<file path="src/sgd_pkg.sv">
/*
  constants for the gate drive sequencer: register map, field positions,
  reset values, states and timing counts.
  assumes a 20 MHz core clock.
*/
package sgd_pkg;

  ////////////////////////////////////////////////////////////////////////////
  // clock and timing
  localparam int CLK_PERIOD_NS = 50;
  localparam int DRIVE_WINDOW_TIME_NS = 4000;
  localparam int DIGITAL_DEAD_TIME_NS = 100;
  localparam int OVERCURRENT_DEGLITCH_TIME_NS = 4000;
  localparam int INPUT_DEGLITCH_TIME_NS = 200;
  localparam int RETRY_TIME_NS = 4000000;
  // fixed windows round down, least times round up
  localparam int DRIVE_WINDOW_CYC = DRIVE_WINDOW_TIME_NS / CLK_PERIOD_NS;
  localparam int DEAD_CYC = (DIGITAL_DEAD_TIME_NS + CLK_PERIOD_NS - 1) / CLK_PERIOD_NS;
  localparam int OCP_DEG_CYC = OVERCURRENT_DEGLITCH_TIME_NS / CLK_PERIOD_NS;
  localparam int IN_DEG_CYC = (INPUT_DEGLITCH_TIME_NS + CLK_PERIOD_NS - 1) / CLK_PERIOD_NS;
  localparam int RETRY_CYC = RETRY_TIME_NS / CLK_PERIOD_NS;

  localparam int WIN_W = 8;
  localparam int DEG_W = 4;
  localparam int RETRY_W = 24;
  localparam logic [WIN_W-1:0] WIN_LOAD = WIN_W'(DRIVE_WINDOW_CYC);
  localparam logic [WIN_W-1:0] DEAD_LOAD = WIN_W'(DEAD_CYC);
  localparam logic [WIN_W-1:0] OCP_LIMIT = WIN_W'(OCP_DEG_CYC);
  localparam logic [DEG_W-1:0] IN_DEG_LIMIT = DEG_W'(IN_DEG_CYC);
  localparam logic [WIN_W-1:0] WIN_ONE = 8'h01;

  ////////////////////////////////////////////////////////////////////////////
  // register map (byte addresses)
  localparam logic [3:0] ADDR_CTRL = 4'h0;
  localparam logic [3:0] ADDR_CLEAR = 4'h4;
  localparam logic [3:0] ADDR_STATUS = 4'h8;

  // control fields
  localparam int CTRL_ISEL_LSB = 0;
  localparam int CTRL_TRIP_LSB = 4;
  localparam int CTRL_EN_BIT = 8;
  localparam int SEL_W = 3;
  localparam logic [SEL_W-1:0] SEL_MAX = 3'h6;
  localparam logic [SEL_W-1:0] ISEL_RESET = 3'h0;
  localparam logic [SEL_W-1:0] TRIP_RESET = 3'h0;
  localparam logic EN_RESET = 1'b0;

  // clear fields
  localparam int CLR_GDF_BIT = 0;

  // status fields
  localparam int ST_GDF_BIT = 0;
  localparam int ST_OCP_BIT = 1;
  localparam int ST_CPUV_BIT = 2;
  localparam int ST_REGUV_BIT = 3;
  localparam int ST_PIN_BIT = 4;
  localparam int ST_HI_LSB = 8;
  localparam int ST_LO_LSB = 12;
  localparam int ST_OCPSRC_LSB = 16;

  ////////////////////////////////////////////////////////////////////////////
  // per half-bridge sequencer states, gray along hold-off-dead-on
  typedef enum logic [1:0] {
    SGD_HOLD = 2'h0,
    SGD_OFFING = 2'h1,
    SGD_DEAD = 2'h3,
    SGD_ONING = 2'h2
  } sgd_state_t;

endpackage : sgd_pkg

</file>
<file path="src/sgd_sequencer.sv">
/*
  gate drive sequencer for three half-bridges with a classic wishbone
  register slave. holds per-bridge switching state machines, input
  deglitching, drain-source overcurrent deglitch with retry and fault pin.
  assumes analog comparators deliver gate and drain-source flags as
  asynchronous levels, and analog drivers take the select codes as levels.
*/
// How it works
// - seven gate current levels selected by a control field, codes above six clamp
// - chosen current flag during drive window, hold current after it ends
// - incoming gate waits until both gate-source monitors show off
// - fixed digital dead time follows feedback dead time before turn-on
// - strong pulldown on opposite gate throughout the drive window
// - a new command starts gate voltage watching with two monitors per bridge
// - gate voltage not at threshold at window end raises gate fault
// - new command ends an active window early, never stretching pwm
// - command inputs deglitched before they may change gate outputs
// - conducting gate always turned off before its complement turns on
// - drain-source over trip longer than deglitch flags overcurrent and retries
// - high monitors compare drain to switch, low compare switch to sense
// - trip level selectable by a seven level control field
// - charge pump and regulator undervoltage raise a fault
`timescale 1ns/1ps
module sgd_sequencer #(
  parameter int RETRY_CYCLES = sgd_pkg::RETRY_CYC
) (
  // clock and reset
  input wire logic i_ref_clk,
  input wire logic i_rst,
  // wishbone slave
  input wire logic i_wb_cyc,
  input wire logic i_wb_stb,
  input wire logic i_wb_we,
  input wire logic [3:0] i_wb_adr,
  input wire logic [3:0] i_wb_sel,
  input wire logic [31:0] i_wb_dat,
  output logic [31:0] o_wb_dat,
  output logic o_wb_ack,
  // commands from pwm and commutation logic
  input wire logic [2:0] i_cmd_high,
  input wire logic [2:0] i_cmd_low,
  // analog monitors
  input wire logic [2:0] i_vgs_high_on,
  input wire logic [2:0] i_vgs_low_on,
  input wire logic [2:0] i_ocp_drain_switch,
  input wire logic [2:0] i_ocp_switch_sense,
  input wire logic i_cp_uv,
  input wire logic i_reg_uv,
  // gate drive
  output logic [2:0] o_high_gate_output,
  output logic [2:0] o_low_gate_output,
  output logic [2:0] o_high_gate_drive,
  output logic [2:0] o_low_gate_drive,
  output logic [2:0] o_high_strong_pulldown,
  output logic [2:0] o_low_strong_pulldown,
  output logic [2:0] o_gate_current_select,
  output logic [2:0] o_overcurrent_trip_level,
  // open-drain fault pin
  input wire logic i_fault_output_n,
  output logic o_fault_output_n,
  output logic o_fault_output_n_oe_n
);

  ////////////////////////////////////////////////////////////////////////////
  // input synchronisers: three flops, change taken when stages two and three agree
  localparam int NIN = 21;
  logic [NIN-1:0] raw_in;
  logic [NIN-1:0] s1_q, s2_q, s3_q, stab_q;

  assign raw_in = {i_fault_output_n, i_reg_uv, i_cp_uv, i_ocp_switch_sense,
                   i_ocp_drain_switch, i_vgs_low_on, i_vgs_high_on, i_cmd_low, i_cmd_high};

  always_ff @(posedge i_ref_clk) begin
    if (i_rst) begin
      s1_q <= '0;
      s2_q <= '0;
      s3_q <= '0;
    end else begin
      s1_q <= raw_in;
      s2_q <= s1_q;
      s3_q <= s2_q;
    end
  end

  generate
    for (genvar k = 0; k < NIN; k++) begin : g_stab
      always_ff @(posedge i_ref_clk) begin
        if (i_rst) begin
          stab_q[k] <= 1'b0;
        end else if (s2_q[k] == s3_q[k]) begin
          stab_q[k] <= s3_q[k];
        end
      end
    end
  endgenerate

  logic [2:0] vgs_hi, vgs_lo, mon_hs, mon_ls;
  logic cp_uv, reg_uv, pin_level;
  assign vgs_hi = stab_q[8:6];
  assign vgs_lo = stab_q[11:9];
  assign mon_hs = stab_q[14:12];
  assign mon_ls = stab_q[17:15];
  assign cp_uv = stab_q[18];
  assign reg_uv = stab_q[19];
  assign pin_level = stab_q[NIN-1];

  ////////////////////////////////////////////////////////////////////////////
  // command deglitch: a change must persist before it reaches the bridges
  logic [5:0] cmd_q;
  logic [sgd_pkg::DEG_W-1:0] deg_cnt_q [6];

  generate
    for (genvar k = 0; k < 6; k++) begin : g_deg
      always_ff @(posedge i_ref_clk) begin
        if (i_rst) begin
          cmd_q[k] <= 1'b0;
          deg_cnt_q[k] <= '0;
        end else if (stab_q[k] == cmd_q[k]) begin
          deg_cnt_q[k] <= '0;
        end else if (deg_cnt_q[k] == sgd_pkg::IN_DEG_LIMIT) begin
          cmd_q[k] <= stab_q[k];
          deg_cnt_q[k] <= '0;
        end else begin
          deg_cnt_q[k] <= deg_cnt_q[k] + 1'b1;
        end
      end
    end
  endgenerate

  ////////////////////////////////////////////////////////////////////////////
  // registers
  logic [2:0] isel_q, trip_q;
  logic en_q, en_dly_q, ack_q;
  logic gdf_q, ocp_q;
  logic [2:0] gdf_hit;
  logic ocp_trip;
  logic [5:0] ocp_src_q;
  logic halt;
  logic wr_ctrl, wr_clear, req;

  assign req = i_wb_cyc && i_wb_stb && !ack_q;
  assign wr_ctrl = req && i_wb_we && i_wb_adr == sgd_pkg::ADDR_CTRL;
  assign wr_clear = req && i_wb_we && i_wb_adr == sgd_pkg::ADDR_CLEAR && i_wb_sel[0];

  always_ff @(posedge i_ref_clk) begin
    if (i_rst) begin
      ack_q <= 1'b0;
    end else begin
      ack_q <= req;
    end
  end
  assign o_wb_ack = ack_q;

  always_ff @(posedge i_ref_clk) begin
    if (i_rst) begin
      isel_q <= sgd_pkg::ISEL_RESET;
      trip_q <= sgd_pkg::TRIP_RESET;
      en_q <= sgd_pkg::EN_RESET;
    end else if (wr_ctrl) begin
      if (i_wb_sel[0]) begin
        isel_q <= i_wb_dat[sgd_pkg::CTRL_ISEL_LSB +: sgd_pkg::SEL_W];
        trip_q <= i_wb_dat[sgd_pkg::CTRL_TRIP_LSB +: sgd_pkg::SEL_W];
      end
      if (i_wb_sel[1]) begin
        en_q <= i_wb_dat[sgd_pkg::CTRL_EN_BIT];
      end
    end
  end

  // seven levels only, the unused top code clamps to the strongest
  always_ff @(posedge i_ref_clk) begin
    if (i_rst) begin
      o_gate_current_select <= sgd_pkg::ISEL_RESET;
      o_overcurrent_trip_level <= sgd_pkg::TRIP_RESET;
    end else begin
      o_gate_current_select <= (isel_q > sgd_pkg::SEL_MAX) ? sgd_pkg::SEL_MAX : isel_q;
      o_overcurrent_trip_level <= (trip_q > sgd_pkg::SEL_MAX) ? sgd_pkg::SEL_MAX : trip_q;
    end
  end

  always_ff @(posedge i_ref_clk) begin
    if (i_rst) begin
      o_wb_dat <= '0;
    end else if (req && !i_wb_we) begin
      o_wb_dat <= '0;
      unique case (i_wb_adr)
        sgd_pkg::ADDR_CTRL: begin
          o_wb_dat[sgd_pkg::CTRL_ISEL_LSB +: sgd_pkg::SEL_W] <= isel_q;
          o_wb_dat[sgd_pkg::CTRL_TRIP_LSB +: sgd_pkg::SEL_W] <= trip_q;
          o_wb_dat[sgd_pkg::CTRL_EN_BIT] <= en_q;
        end
        sgd_pkg::ADDR_STATUS: begin
          o_wb_dat[sgd_pkg::ST_GDF_BIT] <= gdf_q;
          o_wb_dat[sgd_pkg::ST_OCP_BIT] <= ocp_q;
          o_wb_dat[sgd_pkg::ST_CPUV_BIT] <= cp_uv;
          o_wb_dat[sgd_pkg::ST_REGUV_BIT] <= reg_uv;
          o_wb_dat[sgd_pkg::ST_PIN_BIT] <= pin_level;
          o_wb_dat[sgd_pkg::ST_HI_LSB +: 3] <= o_high_gate_output;
          o_wb_dat[sgd_pkg::ST_LO_LSB +: 3] <= o_low_gate_output;
          o_wb_dat[sgd_pkg::ST_OCPSRC_LSB +: 6] <= ocp_src_q;
        end
        default: begin
          o_wb_dat <= '0;
        end
      endcase
    end
  end

  ////////////////////////////////////////////////////////////////////////////
  // faults: gate fault latched until cleared or enable pulse, set wins
  logic [sgd_pkg::RETRY_W-1:0] retry_q;
  logic en_rise;
  assign en_rise = en_q && !en_dly_q;

  always_ff @(posedge i_ref_clk) begin
    if (i_rst) begin
      en_dly_q <= 1'b0;
      gdf_q <= 1'b0;
    end else begin
      en_dly_q <= en_q;
      gdf_q <= (|gdf_hit) || (gdf_q && !wr_clear_gdf() && !en_rise);
    end
  end

  function automatic logic wr_clear_gdf();
    return wr_clear && i_wb_dat[sgd_pkg::CLR_GDF_BIT];
  endfunction : wr_clear_gdf

  always_ff @(posedge i_ref_clk) begin
    if (i_rst) begin
      ocp_q <= 1'b0;
      retry_q <= '0;
    end else if (ocp_trip) begin
      ocp_q <= 1'b1;
      retry_q <= sgd_pkg::RETRY_W'(RETRY_CYCLES);
    end else if (ocp_q) begin
      if (retry_q == '0) begin
        ocp_q <= 1'b0;
      end else begin
        retry_q <= retry_q - 1'b1;
      end
    end
  end

  assign halt = gdf_q || ocp_q || cp_uv || reg_uv || !en_q;

  always_ff @(posedge i_ref_clk) begin
    if (i_rst) begin
      o_fault_output_n_oe_n <= 1'b1;
    end else begin
      o_fault_output_n_oe_n <= !(gdf_q || ocp_q || cp_uv || reg_uv);
    end
  end
  assign o_fault_output_n = 1'b0;

  ////////////////////////////////////////////////////////////////////////////
  // drain-source overcurrent deglitch, one counter per monitor
  logic [5:0] mon_all, gate_on, ocp_hit;
  logic [sgd_pkg::WIN_W-1:0] ocp_cnt_q [6];
  // high monitors see drain vs switch, low monitors switch vs sense
  assign mon_all = {mon_ls, mon_hs};
  assign gate_on = {o_low_gate_output, o_high_gate_output};

  generate
    for (genvar m = 0; m < 6; m++) begin : g_ocp
      always_ff @(posedge i_ref_clk) begin
        if (i_rst || !(mon_all[m] && gate_on[m])) begin
          ocp_cnt_q[m] <= '0;
        end else if (ocp_cnt_q[m] != sgd_pkg::OCP_LIMIT) begin
          ocp_cnt_q[m] <= ocp_cnt_q[m] + 1'b1;
        end
      end
      assign ocp_hit[m] = ocp_cnt_q[m] == sgd_pkg::OCP_LIMIT;
    end
  endgenerate
  assign ocp_trip = |ocp_hit;

  always_ff @(posedge i_ref_clk) begin
    if (i_rst) begin
      ocp_src_q <= '0;
    end else if (ocp_trip) begin
      ocp_src_q <= ocp_hit;
    end
  end

  ////////////////////////////////////////////////////////////////////////////
  // per half-bridge switching sequencer
  generate
    for (genvar b = 0; b < 3; b++) begin : g_br
      sgd_pkg::sgd_state_t st_q;
      logic hi_q, lo_q, side_hi_q, hit_q;
      logic [sgd_pkg::WIN_W-1:0] win_q, dead_q;
      logic tgt_hi, tgt_lo, changed;

      // both commands high is taken as both off
      assign tgt_hi = cmd_q[b] && !cmd_q[b+3];
      assign tgt_lo = cmd_q[b+3] && !cmd_q[b];
      assign changed = (hi_q != tgt_hi) || (lo_q != tgt_lo);

      always_ff @(posedge i_ref_clk) begin
        if (i_rst || halt) begin
          st_q <= sgd_pkg::SGD_HOLD;
          hi_q <= 1'b0;
          lo_q <= 1'b0;
          side_hi_q <= 1'b0;
          win_q <= '0;
          dead_q <= '0;
          hit_q <= 1'b0;
        end else begin
          hit_q <= 1'b0;
          unique case (st_q)
            sgd_pkg::SGD_HOLD: begin
              if (changed) begin
                side_hi_q <= hi_q;
                hi_q <= 1'b0;
                lo_q <= 1'b0;
                win_q <= sgd_pkg::WIN_LOAD;
                st_q <= sgd_pkg::SGD_OFFING;
              end
            end
            sgd_pkg::SGD_OFFING: begin
              if (!vgs_hi[b] && !vgs_lo[b]) begin
                dead_q <= sgd_pkg::DEAD_LOAD;
                st_q <= sgd_pkg::SGD_DEAD;
              end else if (win_q == sgd_pkg::WIN_ONE) begin
                hit_q <= 1'b1;
              end else begin
                win_q <= win_q - 1'b1;
              end
            end
            sgd_pkg::SGD_DEAD: begin
              win_q <= '0;
              if (dead_q > sgd_pkg::WIN_ONE) begin
                dead_q <= dead_q - 1'b1;
              end else if (tgt_hi || tgt_lo) begin
                hi_q <= tgt_hi;
                lo_q <= tgt_lo;
                side_hi_q <= tgt_hi;
                win_q <= sgd_pkg::WIN_LOAD;
                st_q <= sgd_pkg::SGD_ONING;
              end else begin
                st_q <= sgd_pkg::SGD_HOLD;
              end
            end
            sgd_pkg::SGD_ONING: begin
              if (changed) begin
                hi_q <= 1'b0;
                lo_q <= 1'b0;
                win_q <= sgd_pkg::WIN_LOAD;
                st_q <= sgd_pkg::SGD_OFFING;
              end else if (win_q == sgd_pkg::WIN_ONE) begin
                hit_q <= side_hi_q ? !vgs_hi[b] : !vgs_lo[b];
                win_q <= '0;
                st_q <= sgd_pkg::SGD_HOLD;
              end else begin
                win_q <= win_q - 1'b1;
              end
            end
          endcase
        end
      end

      assign gdf_hit[b] = hit_q;
      assign o_high_gate_output[b] = hi_q;
      assign o_low_gate_output[b] = lo_q;
      // full current only while the window runs, hold current otherwise
      assign o_high_gate_drive[b] = (win_q != '0) && side_hi_q;
      assign o_low_gate_drive[b] = (win_q != '0) && !side_hi_q;
      assign o_low_strong_pulldown[b] = (win_q != '0) && side_hi_q;
      assign o_high_strong_pulldown[b] = (win_q != '0) && !side_hi_q;
    end
  endgenerate

endmodule : sgd_sequencer

</file>
<file path="config.mk">
export PLATFORM = sky130hd
export DESIGN_NAME = sgd_sequencer
export DESIGN_NICKNAME = d
export VERILOG_FILES = /design/src/sgd_pkg.sv /design/src/sgd_sequencer.sv
export SDC_FILE = /design/constraint.sdc
export NUM_CORES = 1
export LEC_CHECK = 0
export ABC_AREA = 1
export BUFFER_PORTS_ARGS = -buffer_cell sky130_fd_sc_hd__buf_2
export CORE_MARGIN = 1.5
export CORE_UTILIZATION = 45
export CTS_CLUSTER_DIAMETER = 50
export DETAILED_ROUTE_END_ITERATION = 10
export PLACE_DENSITY = 0.66
export REMOVE_ABC_BUFFERS = 1
export SLEW_MARGIN = 30
export SYNTH_ARGS = -nofsm -noshare
export SYNTH_HDL_FRONTEND = slang
export SYNTH_SLANG_ARGS = --single-unit
</file>
<file path="constraint.sdc">
create_clock -name i_ref_clk -period 1.55 [get_ports i_ref_clk]
set_input_delay 0.2325 -clock i_ref_clk [delete_from_list [all_inputs] [get_ports i_ref_clk]]
set_output_delay 0.2325 -clock i_ref_clk [all_outputs]
set_load 0.1 [all_outputs]
</file>
==> results.sh, run 1 <==
export IMPL_outcome="finished with violations"
export IMPL_violations="setup timing"
export IMPL_die_area_mm2=0.0331
export IMPL_finalSetupViolCount=64
export IMPL_vdd_drop_max_mv=0.960
export IMPL_synth_area_leader_cell="dfxtp_1"
export IMPL_power_frac_comb_pct=5.0
export IMPL_path_cells="inv_2, ha_4, nand2_4, nor2_4, nor2_1, buf_4, buf_12"
export IMPL_drt_vias_per_instance=4.94
export IMPL_p_sw_share_pct=22.3
export IMPL_fmaxAchievable_ghz=0.553
export IMPL_timing_critical_path_buf_inv=3
export IMPL_critical_path_arrival_ns=1.57
export IMPL_grt_max_degree=46
export IMPL_cts_sinks=295
export IMPL_syn2layout_area_growth_pct=39.3
export IMPL_ios=125
export IMPL_netlist_cell_type_count=44
export IMPL_slew_violations=0
export IMPL_netlist_area_leader_share_pct=30.9
export IMPL_vias=13100
export IMPL_period_share_pct=117
export IMPL_max_slew_worst_pin_slew_ns=0.521
export IMPL_hpwl_um=23400
export IMPL_clkTransAtPathRegs_ns=0.06
export IMPL_relSlewSlack_pct=65.5
export IMPL_required_ns=1.32
export IMPL_finalCriticalPeriod_ns=1.81
export IMPL_r2r_cells=11
export IMPL_drt_total_wl_um=35900
export IMPL_clkPwrFrac_pct=48.4
export IMPL_hold_start="i_wb_dat[8]"
export IMPL_port_buffers=83
export IMPL_gp_congestion=0.902
export IMPL_r2r_slack_ns=-0.11
export IMPL_cts_buffer_depth=3
export IMPL_ys_ff_latch=295
export IMPL_worstHoldPathType="input pin to flip-flop"
export IMPL_placedInstanceArea_mm2=0.0165
export IMPL_grt_pass1_vias=12300
export IMPL_ant_nets=0
export IMPL_drcViolationCount=0
export IMPL_yosys_warnings=0
export IMPL_antenna_found_initial=0
export IMPL_cp_start_kind="flip-flop"
export IMPL_seqPwrFrac_pct=46.5
export IMPL_cellInternalPower_w=0.0134
export IMPL_synth_area_leaders="dfxtp_1, edfxtp_1, nand2_1"
export IMPL_finalHoldViolCount=0
export IMPL_clock_root_buffer="clkbuf_16"
export IMPL_critPathSlowestCell="dfxtp_2"
export IMPL_design_core_area_mm2=0.0316
export IMPL_final_area_mm2=0.0201
export IMPL_p_sw_w=0.00384
export IMPL_clock_latency_ns=0.51
export IMPL_ys_seq_area_share_pct=45.9
export IMPL_cpPeakStageDelay_ns=0.35
export IMPL_cp_max_fo=2
export IMPL_r2r_end="retry_q[16]"
export IMPL_grt_first_pass_wirelength_um=56100
export IMPL_syn_area_per_cell_um2=7.62
export IMPL_grt_usage_pct=20.2
export IMPL_skew_ns=0.0127
export IMPL_die_x_um=182
export IMPL_postLayoutCoreUtil_pct=63.7
export IMPL_yosys_most_used_dff="dfxtp_1"
export IMPL_cts_buffers=36
export IMPL_p_per_area_mw_per_mm2=856
export IMPL_hold_path_endpoint="en_q"
export IMPL_die_y_um=182
export IMPL_dr_first_iter_drc_count=819
export IMPL_leakage_nw=8.34
export IMPL_async_flop_share_pct=0
export IMPL_worst_slack_ns=-0.257
export IMPL_diodes=0
export IMPL_whs_path_depth=3
export IMPL_synth_edf_count=72
export IMPL_grt_setup_unrepaired="true"
export IMPL_critical_path_endpoint_type="primary output"
export IMPL_r2r_start="ocp_cnt_q[5][1]"
export IMPL_htreeDepth=2
export IMPL_critPathKind="flip-flop to primary output"
export IMPL_drv_cap=0
export IMPL_cts_tree="done"
export IMPL_start_util_pct=45.7
export IMPL_drive_gt1_share_pct=32.3
export IMPL_wire_per_inst_um=13.6
export IMPL_nFillCells=2580
export IMPL_path_delay_family="buffers and inverters"
export IMPL_syn_cell_area_mm2=0.0144
export IMPL_fin_nets=2348
export IMPL_row_count=65
export IMPL_drtPass1Iterations=5
export IMPL_grt_overflow_total=0
export IMPL_synth_cells=1894
cells in the final DEF, fill, tap and decap left out, types with 35 or more instances in the layout:
cell and n:
nand2_1 268, clkbuf_16 39, dfxtp_1 186, inv_2 37, a21oi_2 49, o21ai_0 49
nor2_1 266, nand2_2 48, a21oi_1 87, buf_4 184, buf_2 60, nand3_1 81
conb_1 38, edfxtp_1 72, inv_1 247, nor2_4 35, nor2_2 42
power by group through the flow:
| stage | clock network [W] | logic [W] | registers, W |
|---|---|---|---|
| floorplan | 0 | 0.000422 | 0.00818 |
| global placement | 0 | 0.000670 | 0.00818 |
| detailed placement | 0 | 0.000680 | 0.00818 |
| CTS | 0.00849 | 0.000779 | 0.00801 |
| global route | 0.00882 | 0.000943 | 0.00802 |
| finish | 0.00833 | 0.000864 | 0.00801 |
metrics by stage:
step	std cells	setup slack (ns)	setup TNS, ns	hold slack (ns)	total power [W]
floorplan	1868	-1.86	-87.02	0.302	0.00860
global placement	2513	-0.0968	-2.96	0.391	0.00885
detailed placement	2513	-0.149	-7.31	0.395	0.00886
CTS	2625	-0.270	-4.77	0.00147	0.0173
global route	2652	-0.327	-12.97	0.0190	0.0178
finish	2652	-0.257	-6.42	0.00943	0.0172
flip-flops by register name, indices dropped and copies added, names as in the netlist, 12 cells and up:
register	count
o_wb_dat	19
s1_q	21
s3_q	21
s2_q	21
g_br.dead_q	24
g_br.win_q	24
retry_q	24
ocp_cnt_q	48
deg_cnt_q	24
stab_q	12
metal layers:
metal | GRT usage, % | routed length (µm)
met1 | 25.1 | 15500
met2 | 36.1 | 18100
met3 | 3.09 | 1480
met4 | 6.38 | 810
met5 | 0 | 0
cells by family (layout without fill, tap and decap cells):
family | after synthesis | count (layout) | share of synthesized area, %
AOI/OAI and AO/OA | 260 | 260 | 10.2
DFF | 295 | 295 | 45.9
other | 2 | 38 | 0.0520
adders and majority gates | 58 | 58 | 5.03
xor gates and xnor gates | 35 | 35 | 2.12
and+or+nand+nor | 887 | 889 | 26.3
buffers and inverters | 357 | 675 | 10.3
worst max-delay path by stage:
stage                           startpoint                  endpoint  slack (ns)  cells past startpoint
final                     g_br[1].win_q[1]       o_low_gate_drive[1]       -0.26                      7
after floorplan           g_br[1].win_q[0]      o_high_gate_drive[1]       -1.86                      5
after global routing      g_br[2].win_q[1]       o_low_gate_drive[2]       -0.33                      7
after global placement            cmd_q[2]          g_br[2].win_q[7]        -0.1                     13
after detailed placement          cmd_q[4]          g_br[1].win_q[0]       -0.15                     11
after CTS                 g_br[2].win_q[1]  o_low_strong_pulldown[2]       -0.27                      7
area by class of cell:
| cell class | count | area [µm²] | area share [%] |
|---|---|---|---|
| multi-input cells | 1280 | 7920 | 39.4 |
| flip-flops and latches | 295 | 6700 | 33.3 |
| well taps | 402 | 503 | 2.50 |
| inverters | 295 | 1140 | 5.69 |
| clock buffers | 49 | 1010 | 5.03 |
| clock inverters | 15 | 173 | 0.859 |
| repair buffers | 316 | 2660 | 13.2 |
worst register-to-register path, delay by kind of cell, from the launching register on:
family,cells,cell delay [ns]
adders and majority gates,1,0.18
buffers and inverters,3,0.24
DFF,1,0.36
and+or+nand+nor,7,0.78
timing repair:
item,CTS,global route
hold buffers,23,0
setup endpoints to repair,155,179
pin swaps,54,106
endpoints found under the hold margin,23,0
gates resized for setup,185,315
gates cloned,1,4
buffers inserted,25,30
synthesized netlist by cell type (9+ instances only):
cell        n
xnor2_1    15
a211oi_1   11
buf_4      27
buf_2      16
nor2_1    326
a21oi_1   126
o21ai_0    60
ha_1       58
edfxtp_1   72
nand2_1   332
inv_2       9
nand3_1   102
dfxtp_1   223
nor3_1     29
nor3b_1    17
o21ai_1    12
xor2_1     20
nand4_1    31
nand2_2    10
buf_1      10
a31oi_1    12
inv_1     286
a21oi_2    13
nor2_2     13
Power figures use the tool's default switching activity.
==> run 2, diff against run 1 <==
--- a/config.mk
+++ b/config.mk
@@ -6,11 +6,12 @@
 export NUM_CORES = 1
 export LEC_CHECK = 0
 export ABC_AREA = 1
-export BUFFER_PORTS_ARGS = -buffer_cell sky130_fd_sc_hd__buf_2
+export BUFFER_PORTS_ARGS = -buffer_cell sky130_fd_sc_hd__buf_4
 export CORE_MARGIN = 1.5
 export CORE_UTILIZATION = 45
 export CTS_CLUSTER_DIAMETER = 50
 export DETAILED_ROUTE_END_ITERATION = 10
+export HOLD_SLACK_MARGIN = 0.06
 export PLACE_DENSITY = 0.66
 export REMOVE_ABC_BUFFERS = 1
 export SLEW_MARGIN = 30
==> results.sh, run 2 (synthesized netlist as in run 1, its figures left out) <==
export IMPL_max_slew_worst_pin_slew_ns=0.514
export IMPL_finalHoldViolCount=0
export IMPL_slew_violations=0
export IMPL_cts_tree="done"
export IMPL_drcViolationCount=0
export IMPL_critPathSlowestCell="dfxtp_2"
export IMPL_period_share_pct=118
export IMPL_hpwl_um=23800
export IMPL_cp_start_kind="flip-flop"
export IMPL_grt_overflow_total=0
export IMPL_die_y_um=182
export IMPL_leakage_nw=8.45
export IMPL_postLayoutCoreUtil_pct=65.1
export IMPL_grt_max_degree=44
export IMPL_cp_max_fo=2
export IMPL_worst_slack_ns=-0.272
export IMPL_outcome="finished with violations"
export IMPL_vdd_drop_max_mv=0.998
export IMPL_violations="setup timing"
export IMPL_drt_total_wl_um=37300
export IMPL_design_core_area_mm2=0.0316
export IMPL_syn2layout_area_growth_pct=42.4
export IMPL_drtPass1Iterations=5
export IMPL_placedInstanceArea_mm2=0.0166
export IMPL_cts_buffer_depth=3
export IMPL_required_ns=1.32
export IMPL_drv_cap=0
export IMPL_die_x_um=182
export IMPL_fmaxAchievable_ghz=0.549
export IMPL_p_per_area_mw_per_mm2=883
export IMPL_top_register="ocp_cnt_q"
export IMPL_finalCriticalPeriod_ns=1.82
export IMPL_diodes=0
export IMPL_skew_ns=0.0164
export IMPL_grt_use_met2_pct=37.2
export IMPL_antenna_found_initial=0
export IMPL_port_buffers=83
export IMPL_grt_usage_pct=20.8
export IMPL_ios=125
export IMPL_largest_register_ffs=48
export IMPL_row_count=65
export IMPL_path_cells="nor2_4, buf_6, nand2_4, nor2_4, nor2_4, buf_12"
export IMPL_grt_use_met1_pct=25.7
export IMPL_top_usage_layer="met2"
export IMPL_fin_nets=2350
export IMPL_vias=13300
export IMPL_gp_congestion=0.893
export IMPL_most_common_layout_cells="nor2_1, nand2_1, inv_1"
export IMPL_worstHoldPathType="input pin to flip-flop"
export IMPL_final_area_mm2=0.0205
export IMPL_dr_first_iter_drc_count=698
export IMPL_drive_gt1_share_pct=32.7
export IMPL_ant_nets=0
export IMPL_power_w=0.0182
export IMPL_clkTransAtPathRegs_ns=0.06
export IMPL_path_delay_family="simple AND/OR/NAND/NOR gates"
export IMPL_nFillCells=2498
export IMPL_critPathKind="flip-flop to primary output"
export IMPL_clock_root_buffer="clkbuf_16"
export IMPL_final_common_cell="nor2_1"
export IMPL_start_util_pct=45.7
export IMPL_setup_tns_ns=-4.28
export IMPL_clock_latency_ns=0.53
export IMPL_cts_sinks=295
export IMPL_die_area_mm2=0.0331
export IMPL_grt_setup_unrepaired="true"
export IMPL_critical_path_endpoint_type="primary output"
export IMPL_critical_path_arrival_ns=1.59
export IMPL_wire_per_inst_um=14.0
export IMPL_cpPeakStageDelay_ns=0.34
export IMPL_relSlewSlack_pct=65.8
export IMPL_cts_buffers=38
export IMPL_finalSetupViolCount=41
export IMPL_grt_pass1_vias=12600
export IMPL_cp_common_cell="nor2_4"
export IMPL_grt_util_met3_pct=2.87
export IMPL_grt_first_pass_wirelength_um=57500
export IMPL_htreeDepth=2
export IMPL_drt_vias_per_instance=4.99
export IMPL_timing_critical_path_buf_inv=2
run 2: layer usage:
| metal | wire length (µm) | share of wire, % |
|---|---|---|
| met1 | 16000 | 43 |
| met5 | 0 | 0 |
| met2 | 18800 | 50 |
| met3 | 1370 | 3.7 |
| met4 | 1130 | 3.0 |
run 2: final cells by class:
type	count	area [µm²]	share of cell area, %
Timing Repair Buffer	317	2890	14.1
Multi-Input combinational cell	1279	7970	38.8
Clock buffer	52	1100	5.33
Inverter	295	1150	5.61
Sequential cell	295	6700	32.6
Tap cell	402	503	2.45
Clock inverter	18	236	1.15
run 2: report_power, final:
part | internal (W) | total [W] | switching [W]
clock network | 0.00570 | 0.00923 | 0.00352
logic | 0.000355 | 0.000921 | 0.000566
registers | 0.00794 | 0.00801 | 0.0000664
total | 0.0140 | 0.0182 | 0.00416
run 2: worst paths after layout:
path                    startpoint  slack (ns)  cells past startpoint                         to
setup / recovery  g_br[0].win_q[3]       -0.27                      6  o_high_strong_pulldown[0]
hold / removal         i_wb_sel[0]        0.15                      3                  trip_q[1]
setup reg to reg  g_br[0].win_q[0]       -0.12                     10           g_br[0].win_q[3]
hold reg to reg            s1_q[0]        0.40                      2                    s2_q[0]
run 2: per-stage QoR:
stage	cells	setup WS, ns	hold slack [ns]
5_1_grt	2658	-0.323	0.180
4_1_cts	2636	-0.254	0.124
6_report	2658	-0.272	0.154
2_1_floorplan	1868	-1.86	0.302
3_5_place_dp	2510	-0.145	0.396
3_3_place_gp	2510	-0.0816	0.391
run 2: worst reg2reg max path: stages (launching register included):
cell and delay, ns:
dfxtp_2 0.34, buf_4 0.14, ha_1 0.19, nand2_1 0.14
nor2_4 0.09, nand2_4 0.10, nand3_4 0.11, buf_4 0.16
o21bai_1 0.12, nand2_1 0.07, nor2_1 0.14
run 2: timing repair:
action,in CTS,in global routing
pin swaps,48,121
cloned,0,3
hold buffers,33,0
hold endpoints to repair,30,0
endpoints found under the setup margin,144,171
buffers inserted,24,23
resized for setup,219,332
==> run 3, diff against run 2 <==
--- a/config.mk
+++ b/config.mk
@@ -13,6 +13,7 @@
 export DETAILED_ROUTE_END_ITERATION = 10
 export HOLD_SLACK_MARGIN = 0.06
 export PLACE_DENSITY = 0.66
+export RECOVER_POWER = 100
 export REMOVE_ABC_BUFFERS = 1
 export SLEW_MARGIN = 30
 export SYNTH_ARGS = -nofsm -noshare
==> results.sh, run 3 (synthesized netlist as in run 1, its figures left out) <==
export IMPL_ant_nets=0
export IMPL_cp_common_cell="nor2_4"
export IMPL_period_share_pct=118
export IMPL_skew_ns=0.0167
export IMPL_r2r_slack_ns=-0.12
export IMPL_path_cells="nor2_4, buf_6, nand2_4, nor2_4, nor2_4, buf_12"
export IMPL_r2r_start="g_br[0].win_q[0]"
export IMPL_finalCriticalPeriod_ns=1.82
export IMPL_max_slew_worst_pin_slew_ns=1.02
export IMPL_antenna_found_initial=0
export IMPL_vdd_drop_max_mv=0.999
export IMPL_timing_critical_path_buf_inv=2
export IMPL_critPathSlowestCell="dfxtp_2"
export IMPL_top_register="ocp_cnt_q"
export IMPL_grt_max_degree=44
export IMPL_cts_tree="done"
export IMPL_critical_path_endpoint_type="primary output"
export IMPL_nFillCells=2535
export IMPL_fmaxAchievable_ghz=0.548
export IMPL_final_common_cell="nor2_1"
export IMPL_finalSetupViolCount=68
export IMPL_relSlewSlack_pct=32.3
export IMPL_path_delay_family="simple AND/OR/NAND/NOR gates"
export IMPL_clock_latency_ns=0.53
export IMPL_hold_ws_ns=0.150
export IMPL_clkTransAtPathRegs_ns=0.06
export IMPL_port_buffers=83
export IMPL_design_core_area_mm2=0.0316
export IMPL_most_common_layout_cells="nor2_1, nand2_1, inv_1"
export IMPL_multi_input_area_mm2=0.00790
export IMPL_hpwl_um=23800
export IMPL_r2r_end="g_br[0].win_q[3]"
export IMPL_drtPass1Iterations=5
export IMPL_whs_path_depth=3
export IMPL_start_util_pct=45.7
export IMPL_cts_buffer_depth=3
export IMPL_syn2layout_area_growth_pct=41.4
export IMPL_gp_congestion=0.893
export IMPL_r2r_cells=10
export IMPL_vias=13300
export IMPL_drcViolationCount=0
export IMPL_critPathKind="flip-flop to primary output"
export IMPL_cp_start_kind="flip-flop"
export IMPL_largest_register_ffs=48
export IMPL_cpPeakStageDelay_ns=0.34
export IMPL_power_w=0.0181
export IMPL_seq_area_mm2=0.00669
export IMPL_hold_start="i_wb_sel[0]"
export IMPL_finalHoldViolCount=0
export IMPL_hold_path_endpoint="trip_q[1]"
export IMPL_die_area_mm2=0.0331
export IMPL_drive_gt1_share_pct=32.2
export IMPL_p_per_area_mw_per_mm2=890
export IMPL_drt_vias_per_instance=4.99
export IMPL_leakage_nw=8.38
export IMPL_worstHoldPathType="input pin to flip-flop"
export IMPL_worst_slack_ns=-0.274
export IMPL_cp_max_fo=2
export IMPL_wire_per_inst_um=14.0
export IMPL_die_y_um=182
export IMPL_slew_violations=0
export IMPL_grt_overflow_total=0
export IMPL_critical_path_arrival_ns=1.59
export IMPL_diodes=0
export IMPL_drt_total_wl_um=37200
export IMPL_grt_pass1_vias=12600
export IMPL_clock_root_buffer="clkbuf_16"
export IMPL_violations="setup timing"
export IMPL_htreeDepth=2
export IMPL_grt_first_pass_wirelength_um=57500
export IMPL_fin_nets=2350
export IMPL_dr_first_iter_drc_count=667
export IMPL_ios=125
export IMPL_grt_setup_unrepaired="true"
export IMPL_die_x_um=182
export IMPL_required_ns=1.32
export IMPL_grt_usage_pct=20.8
export IMPL_drv_cap=0
export IMPL_cts_buffers=38
export IMPL_outcome="finished with violations"
export IMPL_cts_sinks=295
export IMPL_row_count=65
[run 3: routing by layer]
metal  track usage, %  wire length [µm]
met4             7.14              1110
met2             37.2             18800
met3             2.87              1420
met1             25.7             15900
met5                0                 0
[run 3: power breakdown]
group	internal, W	total (W)	switching (W)
registers	0.00794	0.00801	0.0000661
logic	0.000342	0.000904	0.000562
clock network	0.00570	0.00923	0.00353
[run 3: how the worst max path moves through the flow]
stage	cells after the start	to	start	slack (ns)
after global placement	10	g_br[2].win_q[0]	cmd_q[2]	-0.08
after CTS	6	o_high_strong_pulldown[2]	g_br[2].win_q[0]	-0.25
after detailed placement	13	g_br[2].win_q[7]	cmd_q[2]	-0.15
after floorplan	5	o_high_gate_drive[1]	g_br[1].win_q[0]	-1.86
after global routing	6	o_high_strong_pulldown[0]	g_br[0].win_q[3]	-0.32
final	6	o_high_strong_pulldown[0]	g_br[0].win_q[3]	-0.27
[run 3: stage by stage]
step	setup TNS, ns	setup slack (ns)	std cells	utilization [%]	area (µm²)
final	-5.70	-0.274	2658	64.6	20400
after global routing	-17.02	-0.323	2658	64.6	20400
after CTS	-2.78	-0.254	2636	60.8	19200
after detailed placement	-6.66	-0.145	2510	52.6	16600
after global placement	-3.50	-0.0816	2510	52.6	16600
after floorplan	-87.02	-1.86	1868	-	14200
[run 3: layout make-up]
cell class / instances / area share (%)
Clock buffer: 52 / 5.37
Clock inverter: 18 / 1.16
Inverter: 295 / 5.64
Multi-Input combinational cell: 1279 / 38.7
Sequential cell: 295 / 32.8
Tap cell: 402 / 2.47
Timing Repair Buffer: 317 / 13.8
[run 3: worst min-delay path, stage by stage]
cell and delay, ns:
buf_4 0.10, nand2_2 0.14, a21oi_1 0.16
[run 3: timing repair]
action	CTS	global route
gates cloned	0	3
resized for setup	219	332
hold buffers	33	0
buffers inserted	24	23
setup endpoints to repair	144	171
hold endpoints to repair	30	0
pin swaps	48	121
